==> src/bmps_defs.vh <==
/*
 Constants for the bit merge, population count and shift-add datapath:
 register word indices, command field positions, operation codes, flag
 and status bit positions. Assumes inclusion by bmps_core.v only.
*/
`ifndef BMPS_DEFS_VH
`define BMPS_DEFS_VH

// Register word indices (byte address = index * 4).
`define BMPS_IX_DATA0     6'h00
`define BMPS_IX_PTR0      6'h08
`define BMPS_IX_ACC_LO    6'h10
`define BMPS_IX_ACC_HI    6'h11
`define BMPS_IX_FLAGS     6'h12
`define BMPS_IX_CMD       6'h13
`define BMPS_IX_STAT      6'h14
`define BMPS_IX_MASK      6'h15

`define BMPS_NUM_DATA     8
`define BMPS_NUM_PTR      6
`define BMPS_ACC_W        40
`define BMPS_ACC_MSB      39

// Command word fields.
`define BMPS_CMD_OP       3:0
`define BMPS_CMD_DST      6:4
`define BMPS_CMD_SRCA     10:8
`define BMPS_CMD_SRCB     14:12
`define BMPS_CMD_SH2      16
`define BMPS_CMD_PAIR     17
`define BMPS_CMD_W        18

// Operation codes.
`define BMPS_OP_NOP       4'h0
`define BMPS_OP_MUX_RIGHT 4'h1
`define BMPS_OP_MUX_LEFT  4'h2
`define BMPS_OP_ONES      4'h3
`define BMPS_OP_ADDSH_D   4'h4
`define BMPS_OP_ADDSH_P   4'h5
`define BMPS_OP_SHADD_P   4'h6

// Arithmetic flag bits.
`define BMPS_FLAG_W       4
`define BMPS_FLAG_ZERO    0
`define BMPS_FLAG_NEG     1
`define BMPS_FLAG_RANGE   2
`define BMPS_FLAG_STICKY  3

// Event status bits.
`define BMPS_STAT_W       3
`define BMPS_STAT_DONE    0
`define BMPS_STAT_REFUSED 1
`define BMPS_STAT_OVF     2

`define BMPS_RES_W        36
`define BMPS_HALF_W       16
`define BMPS_SHIFT_ONE    2'h1
`define BMPS_SHIFT_TWO    2'h2

`endif

==> src/bmps_core.v <==
/*
 Bit merge, ones count, add-then-shift and shift-then-add datapath with
 its own register file (eight data, six pointer, one 40-bit accumulator,
 arithmetic flags), reached as a classic Wishbone slave. A write to the
 command register with byte lane 0 selected issues one operation, executed on the next clock.
 Assumes one clock, a synchronous active-low reset and a Wishbone master
 that keeps the bus idle for at least one cycle after each acknowledge.
*/
// Behaviour
// - Right merge: accumulator takes source_1 then source_0 LSBs.
// - Left merge: accumulator takes source_0 then source_1 MSBs.
// - Merge writes back both source data registers.
// - Right merge: sources written back shifted right one.
// - Left merge: sources written back shifted left one.
// - Merge and count are long, may pair.
// - Count set bits into destination low half.
// - Count keeps source, updates no flags.
// - Add sources, shift left one or two, write.
// - Add-then-shift wraps, never saturates.
// - Data form updates zero and negative flags.
// - Data form sets range flag, sticky copy.
// - Pointer add-then-shift leaves flags unchanged.
// - Shift-then-add on pointers, no flags.
// - Short add/shift forms must never pair.
`timescale 1ns/1ps
`include "bmps_defs.vh"

module bmps_core (
   input  wire        clock,     // 200 MHz core clock
   input  wire        rst_n,     // synchronous reset, active low
   input  wire        wb_cyc_i,  // Wishbone cycle
   input  wire        wb_stb_i,  // Wishbone strobe
   input  wire        wb_we_i,   // Wishbone write enable
   input  wire [7:0]  wb_adr_i,  // byte address
   input  wire [3:0]  wb_sel_i,  // byte lane selects
   input  wire [31:0] wb_dat_i,  // write data
   output wire        wb_ack_o,  // acknowledge, one cycle
   output wire [31:0] wb_dat_o,  // read data
   output wire        irq_o      // level interrupt
);

   reg  [31:0]                 data_r [0:`BMPS_NUM_DATA-1];
   reg  [31:0]                 ptr_r  [0:`BMPS_NUM_PTR-1];
   reg  [`BMPS_ACC_MSB:0]      first_accumulator_r;
   reg  [`BMPS_FLAG_W-1:0]     flags_r;
   reg  [`BMPS_CMD_W-1:0]      cmd_r;
   reg                         go_r;
   reg  [`BMPS_STAT_W-1:0]     stat_r;
   reg  [`BMPS_STAT_W-1:0]     mask_r;
   reg                         ack_r;
   reg  [31:0]                 dat_r;
   reg                         irq_r;
   reg  [31:0]                 rd_nxt;
   reg  [`BMPS_ACC_MSB:0]      acc_nxt;
   reg                         acc_we;
   reg                         da_we;
   reg                         db_we;
   reg                         p_we;
   reg  [2:0]                  da_ix;
   reg  [2:0]                  db_ix;
   reg  [2:0]                  p_ix;
   reg  [31:0]                 da_val;
   reg  [31:0]                 db_val;
   reg  [31:0]                 p_val;
   reg  [`BMPS_FLAG_W-1:0]     flags_nxt;
   reg  [`BMPS_STAT_W-1:0]     ev_set;
   reg  [`BMPS_RES_W-1:0]      wide;
   integer                     i;

   wire                        bus_req = wb_cyc_i & wb_stb_i & ~ack_r;
   wire                        bus_wr  = bus_req & wb_we_i;
   wire [5:0]                  widx    = wb_adr_i[7:2];
   wire [3:0]                  op      = cmd_r[`BMPS_CMD_OP];
   wire [2:0]                  dst     = cmd_r[`BMPS_CMD_DST];
   wire [2:0]                  src_a   = cmd_r[`BMPS_CMD_SRCA];
   wire [2:0]                  src_b   = cmd_r[`BMPS_CMD_SRCB];
   wire                        sh2     = cmd_r[`BMPS_CMD_SH2];
   wire                        pair    = cmd_r[`BMPS_CMD_PAIR];
   wire [31:0]                 dsta    = data_r[dst];
   wire [31:0]                 srca    = data_r[src_a];
   wire [31:0]                 srcb    = data_r[src_b];
   wire [31:0]                 pdst    = ptr_r[ptr_ix(dst)];
   wire [31:0]                 psa     = ptr_r[ptr_ix(src_a)];
   wire [31:0]                 psb     = ptr_r[ptr_ix(src_b)];
   wire [31:0]                 cmd_merged = lane_merge({14'h0, cmd_r}, wb_dat_i, wb_sel_i);

   assign wb_ack_o = ack_r;
   assign wb_dat_o = dat_r;
   assign irq_o    = irq_r;

   // Byte-lane merge of a bus write into a 32-bit register.
   function [31:0] lane_merge;
      input [31:0] old;
      input [31:0] nw;
      input [3:0]  sel;
      integer      b;
      begin
         lane_merge = old;
         for (b = 0; b < 4; b = b + 1)
         begin
            if (sel[b])
               lane_merge[b*8 +: 8] = nw[b*8 +: 8];
         end
      end
   endfunction

   // Pointer index folded into range; callers check validity separately.
   function [2:0] ptr_ix;
      input [2:0] ix;
      begin
         ptr_ix = (ix < `BMPS_NUM_PTR) ? ix : 3'h0;
      end
   endfunction

   function ptr_ok;
      input [2:0] ix;
      begin
         ptr_ok = (ix < `BMPS_NUM_PTR);
      end
   endfunction

   // Bus word decode shared by the read mux and the write path.
   function in_data_bank;
      input [5:0] ix;
      begin
         in_data_bank = (ix < `BMPS_IX_PTR0);
      end
   endfunction

   function in_ptr_bank;
      input [5:0] ix;
      begin
         in_ptr_bank = (ix >= `BMPS_IX_PTR0) && (ix < `BMPS_IX_PTR0 + `BMPS_NUM_PTR);
      end
   endfunction

   function [1:0] shift_dist;
      input s;
      begin
         shift_dist = s ? `BMPS_SHIFT_TWO : `BMPS_SHIFT_ONE;
      end
   endfunction

   function [5:0] ones_count;
      input [31:0] v;
      integer      k;
      begin
         ones_count = 6'h00;
         for (k = 0; k < 32; k = k + 1)
            ones_count = ones_count + {5'h00, v[k]};
      end
   endfunction

   // Operation datapath; every result lands in the register file on the cycle after issue.
   always @*
   begin
      acc_nxt   = first_accumulator_r;
      acc_we    = 1'b0;
      da_we     = 1'b0;
      db_we     = 1'b0;
      p_we      = 1'b0;
      da_ix     = src_a;
      db_ix     = src_b;
      p_ix      = dst;
      da_val    = 32'h0;
      db_val    = 32'h0;
      p_val     = 32'h0;
      flags_nxt = flags_r;
      ev_set    = {`BMPS_STAT_W{1'b0}};
      wide      = {`BMPS_RES_W{1'b0}};
      if (go_r)
      begin
         ev_set[`BMPS_STAT_DONE] = 1'b1;
         case (op)
            `BMPS_OP_NOP:
            begin
               ev_set[`BMPS_STAT_DONE] = 1'b1;
            end
            `BMPS_OP_MUX_RIGHT:
            begin
               acc_nxt = {srcb[0], srca[0], first_accumulator_r[`BMPS_ACC_MSB:2]};
               acc_we  = 1'b1;
               da_we   = 1'b1;
               db_we   = 1'b1;
               da_val  = {1'b0, srca[31:1]};
               db_val  = {1'b0, srcb[31:1]};
            end
            `BMPS_OP_MUX_LEFT:
            begin
               acc_nxt = {first_accumulator_r[`BMPS_ACC_MSB-2:0], srcb[31], srca[31]};
               acc_we  = 1'b1;
               da_we   = 1'b1;
               db_we   = 1'b1;
               da_val  = {srca[30:0], 1'b0};
               db_val  = {srcb[30:0], 1'b0};
            end
            `BMPS_OP_ONES:
            begin
               // Only the destination is written, so a distinct source stays intact.
               da_we  = 1'b1;
               da_ix  = dst;
               da_val = {dsta[31:`BMPS_HALF_W], 10'h000, ones_count(srca)};
            end
            `BMPS_OP_ADDSH_D:
            begin
               if (pair)
                  ev_set[`BMPS_STAT_REFUSED] = 1'b1;
               else
               begin
                  wide = ({{4{dsta[31]}}, dsta} + {{4{srca[31]}}, srca}) << shift_dist(sh2);
                  da_we  = 1'b1;
                  da_ix  = dst;
                  da_val = wide[31:0];
                  flags_nxt[`BMPS_FLAG_ZERO] = (wide[31:0] == 32'h0);
                  flags_nxt[`BMPS_FLAG_NEG]  = wide[31];
                  flags_nxt[`BMPS_FLAG_RANGE] = ~((&wide[35:31]) | ~(|wide[35:31]));
                  if (flags_nxt[`BMPS_FLAG_RANGE])
                  begin
                     flags_nxt[`BMPS_FLAG_STICKY] = 1'b1;
                     ev_set[`BMPS_STAT_OVF]       = 1'b1;
                  end
               end
            end
            `BMPS_OP_ADDSH_P:
            begin
               if (pair || !ptr_ok(dst) || !ptr_ok(src_a))
                  ev_set[`BMPS_STAT_REFUSED] = 1'b1;
               else
               begin
                  p_we  = 1'b1;
                  p_val = (pdst + psa) << shift_dist(sh2);
               end
            end
            `BMPS_OP_SHADD_P:
            begin
               if (pair || !ptr_ok(dst) || !ptr_ok(src_a) || !ptr_ok(src_b))
                  ev_set[`BMPS_STAT_REFUSED] = 1'b1;
               else
               begin
                  p_we  = 1'b1;
                  p_val = psb + (psa << shift_dist(sh2));
               end
            end
            default:
            begin
               ev_set[`BMPS_STAT_REFUSED] = 1'b1;
            end
         endcase
      end
   end

   always @*
   begin
      rd_nxt = 32'h0;
      if (in_data_bank(widx))
         rd_nxt = data_r[widx[2:0]];
      else if (in_ptr_bank(widx))
         rd_nxt = ptr_r[ptr_ix(widx[2:0])];
      else
      begin
         case (widx)
            `BMPS_IX_ACC_LO: rd_nxt = first_accumulator_r[31:0];
            `BMPS_IX_ACC_HI: rd_nxt = {24'h0, first_accumulator_r[`BMPS_ACC_MSB:32]};
            `BMPS_IX_FLAGS:  rd_nxt = {28'h0, flags_r};
            `BMPS_IX_CMD:    rd_nxt = {14'h0, cmd_r};
            `BMPS_IX_STAT:   rd_nxt = {29'h0, stat_r};
            `BMPS_IX_MASK:   rd_nxt = {29'h0, mask_r};
            default:         rd_nxt = 32'h0;
         endcase
      end
   end

   always @(posedge clock)
   begin
      if (!rst_n)
      begin
         for (i = 0; i < `BMPS_NUM_DATA; i = i + 1)
            data_r[i] <= 32'h0;
         for (i = 0; i < `BMPS_NUM_PTR; i = i + 1)
            ptr_r[i] <= 32'h0;
         first_accumulator_r <= 40'h00_0000_0000;
         flags_r             <= 4'h0;
         cmd_r               <= 18'h0_0000;
         go_r                <= 1'b0;
         stat_r              <= 3'h0;
         mask_r              <= 3'h0;
         ack_r               <= 1'b0;
         dat_r               <= 32'h0;
         irq_r               <= 1'b0;
      end
      else
      begin
         ack_r <= bus_req;
         if (bus_req && !wb_we_i)
            dat_r <= rd_nxt;
         go_r <= bus_wr && (widx == `BMPS_IX_CMD) && wb_sel_i[0];
         if (bus_wr)
         begin
            if (in_data_bank(widx))
               data_r[widx[2:0]] <= lane_merge(data_r[widx[2:0]], wb_dat_i, wb_sel_i);
            else if (in_ptr_bank(widx))
               ptr_r[ptr_ix(widx[2:0])] <= lane_merge(ptr_r[ptr_ix(widx[2:0])], wb_dat_i, wb_sel_i);
            else
            begin
               case (widx)
                  `BMPS_IX_ACC_LO:
                     first_accumulator_r[31:0] <= lane_merge(first_accumulator_r[31:0], wb_dat_i, wb_sel_i);
                  `BMPS_IX_ACC_HI:
                     if (wb_sel_i[0])
                        first_accumulator_r[`BMPS_ACC_MSB:32] <= wb_dat_i[7:0];
                  `BMPS_IX_FLAGS:
                     if (wb_sel_i[0])
                        flags_r <= wb_dat_i[`BMPS_FLAG_W-1:0];
                  `BMPS_IX_CMD:
                     cmd_r <= cmd_merged[`BMPS_CMD_W-1:0];
                  `BMPS_IX_MASK:
                     if (wb_sel_i[0])
                        mask_r <= wb_dat_i[`BMPS_STAT_W-1:0];
                  default:
                     mask_r <= mask_r;
               endcase
            end
         end
         // Issue and bus writes never meet: bus_req is masked by ack_r in the cycle after the command write.
         if (acc_we)
            first_accumulator_r <= acc_nxt;
         if (go_r)
            flags_r <= flags_nxt;
         // With identical sources both writes hit one register and the second wins.
         if (da_we)
            data_r[da_ix] <= da_val;
         if (db_we)
            data_r[db_ix] <= db_val;
         if (p_we)
            ptr_r[ptr_ix(p_ix)] <= p_val;
         // A new event wins over a write-one clear in the same cycle.
         if (bus_wr && (widx == `BMPS_IX_STAT) && wb_sel_i[0])
            stat_r <= (stat_r & ~wb_dat_i[`BMPS_STAT_W-1:0]) | ev_set;
         else
            stat_r <= stat_r | ev_set;
         irq_r <= |(stat_r & mask_r);
      end
   end

endmodule

==> config.mk <==
export PLATFORM = sky130hd
export DESIGN_NAME = bmps_core
export DESIGN_NICKNAME = d
export VERILOG_FILES = /design/src/bmps_core.v
export VERILOG_INCLUDE_DIRS = /design/src
export SDC_FILE = /design/constraint.sdc
export NUM_CORES = 2
export LEC_CHECK = 0
export BUFFER_PORTS_ARGS = -buffer_cell sky130_fd_sc_hd__buf_4
export CAP_MARGIN = 30
export CORE_MARGIN = 3
export CORE_UTILIZATION = 45
export CTS_CLUSTER_SIZE = 10
export DETAILED_ROUTE_END_ITERATION = 8
export PLACE_DENSITY = 0.63
export SYNTH_ARGS = -nofsm -noshare
export SYNTH_HDL_FRONTEND = slang
export SYNTH_SLANG_ARGS = --single-unit
==> constraint.sdc <==
create_clock -name clock -period 9.2 [get_ports clock]
set_input_delay 0.46 -clock clock [delete_from_list [all_inputs] [get_ports clock]]
set_output_delay 0.46 -clock clock [all_outputs]
set_load 0.005 [all_outputs]
==> results.sh <==
export IMPL_outcome="finished, violations left"
export IMPL_failing_checks="design-rule violations"
export IMPL_clk_pin_slew_ns=0.06
export IMPL_nets=5476
export IMPL_r2r_worst_path_cells=21
export IMPL_route_detailed_vias_per_inst=7.46
export IMPL_setup_violations_final=0
export IMPL_synthesis_area_um2=53200
export IMPL_worst_hold_path_num_cells=3
export IMPL_core_um2=117000
export IMPL_data_arrival_critical_path_ns=7.96
export IMPL_synth_edf_count=510
export IMPL_initial_core_utilization=0.456
export IMPL_grt_overflow_total=0
export IMPL_first_pass_drt_iterations=9
export IMPL_synth_area_leader_cell="edfxtp_1"
export IMPL_seq_area_frac_synth=0.330
export IMPL_synth_nets=5646
export IMPL_place_detailed_hpwl_um=158000
export IMPL_routedWlPerCell_um=35.6
export IMPL_totalNegativeSetupSlack_ns=0
export IMPL_power_ir_vdd_worst_mv=0.153
export IMPL_maximum_number_of_pins_on_one_net_before_global_route_repair=82
export IMPL_grt_use_total=0.389
export IMPL_synthTopCellsByArea="edfxtp_1 (29%), mux4_2 (16%), mux2_2 (5.4%)"
export IMPL_syn_instance_count=5467
export IMPL_power_share_sequential=0.432
export IMPL_clk_root_buf="clkbuf_16"
export IMPL_timing_slew_headroom=0.0534
export IMPL_start_kind="flop"
export IMPL_clk_path_buf_depth=3
export IMPL_p_sw_w=0.00216
export IMPL_endpoints_failing_hold=0
export IMPL_postSynth_asyncResetShare=0
export IMPL_rsz0062_at_grt="no"
export IMPL_yosysUniqueCellTypes=108
export IMPL_grt_pass1_wl_um=343000
export IMPL_via_count_of_the_first_global_routing_pass=47500
export IMPL_die_area_um2=122000
export IMPL_post_synth_top_count_cell="nand2_1"
export IMPL_syn2layout_area_growth_pct=8.36
export IMPL_worstPathRequired_ns=9.58
export IMPL_detail_route_wirelength_um=245000
export IMPL_combinationalPowerShare=0.167
export IMPL_tritoncts_num_sinks=622
export IMPL_antenna_violating_nets_post_route=0
export IMPL_holdWs_ns=0.0738
export IMPL_synth_top_cell_area_share=0.288
export IMPL_leakage_nw=19.2
export IMPL_clk_latency_ns=0.68
export IMPL_timing_max_cap_violations=0
export IMPL_number_of_drc_markers_in_iteration_0=9428
export IMPL_timing_worst_setup_path_type="flop to flop"
export IMPL_post_cts_hold_buffer_count=0
export IMPL_postSynth_topFlopCell="edfxtp_1"
export IMPL_fin_ws_ns=1.61
export IMPL_final_min_clock_period_ns=7.59
export IMPL_numPlacedInstances=6738
export IMPL_p_clk_frac=0.401
export IMPL_final_layout_size_suffix_gt1_frac=0.205
export IMPL_post_synth_cell_area_avg_um2=9.72
export IMPL_place_congestion=1.01
export IMPL_number_of_gates_resized_after_cts=0
export IMPL_hold_class="input port to flop"
export IMPL_finish_utilization=0.494
export IMPL_final_max_slew_violation_count=0
export IMPL_tritoncts_clock_tree="yes"
export IMPL_powerDensity_nw_per_um2=128
export IMPL_ioPinCount=83
export IMPL_period_utilization_post_route=0.825
export IMPL_critPathCaptureType="flop"
export IMPL_rows=125
export IMPL_numCtsBuffers=77
export IMPL_antenna_found_initial=29
export IMPL_tightest_slew_ns=1.42
export IMPL_final_instance_count_excl_fill=6891
export IMPL_synth_warnings=0
export IMPL_power_switching_share=0.294
export IMPL_place_ws_ns=1.68
export IMPL_die_height_um=350
export IMPL_vias=51400
export IMPL_dieWidth_um=350
export IMPL_cts_max_level=3
export IMPL_post_cts_repair_setup_buffers=0
export IMPL_io_buffers=80
export IMPL_critPathMaxFanout=21
export IMPL_drc=25
export IMPL_max_clock_freq_ghz=0.132
export IMPL_fin_skew_ns=0.0342
export IMPL_p_int_w=0.00520
export IMPL_synth_ff_latch_count=622
export IMPL_yosys_top_cells_count="nand2_1 (618), edfxtp_1 (510), o21ai_0 (508), nor2_1 (428), mux4_2 (383)"
power by group through the flow:
stage	Clock (W)	Sequential, W	Combinational [W]
6_report	0.00295	0.00318	0.00123
4_1_cts	0.00292	0.00318	0.00117
3_5_place_dp	0	0.00324	0.00116
3_3_place_gp	0	0.00323	0.00117
5_1_grt	0.00303	0.00319	0.00128
2_1_floorplan	0	0.00322	0.000766
kinds of logic after synthesis:
logic type      after synthesis  share of synthesized area
simple gates               1537                      0.128
other cells                   1                  0.0000706
buf+inv                     581                     0.0440
mux                         819                      0.252
xor+xnor                     84                     0.0138
compound gates             1693                      0.198
flops                       622                      0.330
fa+ha+maj                   130                     0.0344
metal layers:
| layer | vias up | global-route usage | part of all wire |
|---|---|---|---|
| li1 | 20900 | - | - |
| met1 | 24600 | 0.471 | 0.33 |
| met2 | 4653 | 0.545 | 0.41 |
| met3 | 1283 | 0.161 | 0.16 |
| met4 | 22 | 0.307 | 0.097 |
| met5 | - | 0.00903 | 0.00078 |
final cells by class:
type / instances / area (µm²)
fill: 10700 / 59100
multi-input combinational: 4264 / 33500
sequential: 622 / 17600
clock buffer: 109 / 2060
timing repair buffer: 243 / 1910
tap: 1524 / 1910
inverter: 89 / 335
clock inverter: 18 / 226
antenna: 22 / 55.1
flip-flops by register name, indices dropped and copies added, names as in the netlist, named ones only:
name and flops:
cmd_r 18, data_r 256, first_accumulator_r 40, flags_r 4, go_r 1, irq_o 1, mask_r 3, ptr_r 254
stat_r 3, wb_ack_o 1, wb_dat_o 32
worst max-delay path, stage by stage (launching register included):
cell and delay, ns:
dfxtp_4 0.72, buf_4 0.39, mux4_2 0.55, mux2_2 0.33, fa_1 0.54, inv_1 0.08, fa_1 0.51, inv_1 0.06
fa_1 0.52, fa_1 0.59, fa_1 0.47, fa_1 0.49, ha_1 0.25, fa_1 0.46, a21o_1 0.17, a21oi_1 0.17
xnor2_1 0.09, a22oi_1 0.19, a31o_2 0.32, nor2_1 0.08, a31oi_1 0.17, o21ai_0 0.10
placed cells by master (no fill, tap or decap), drive strengths merged, types with 56 or more instances in the layout:
master	instances
nand2	622
o22ai	196
ha	103
mux2	255
and3	56
inv	93
mux4	387
a21oi	353
nor2	430
nand3	129
nand2b	56
edfxtp	510
o21ai	537
a21o	60
nor3	95
dfxtp	112
a31oi	126
clkbuf	109
mux2i	177
buf	243
through the flow:
step                      power (W)  cell area (µm²)
final                       0.00736            57600
after global routing        0.00750            57500
after CTS                   0.00727            57500
after detailed placement    0.00440            55200
after global placement      0.00440            55000
after floorplan             0.00398            53200
final timing paths:
kind | end | from | slack, ns
setup reg to reg | data_r[3][4] | flop | 1.61
hold reg to reg | cmd_r[15] | cmd_r[15] | 0.46
hold / removal | cmd_r[15] | wb_dat_i[15] | 0.07
setup / recovery | data_r[3][4] | flop | 1.61
No activity file was read; power rests on OpenSTA's default activity.
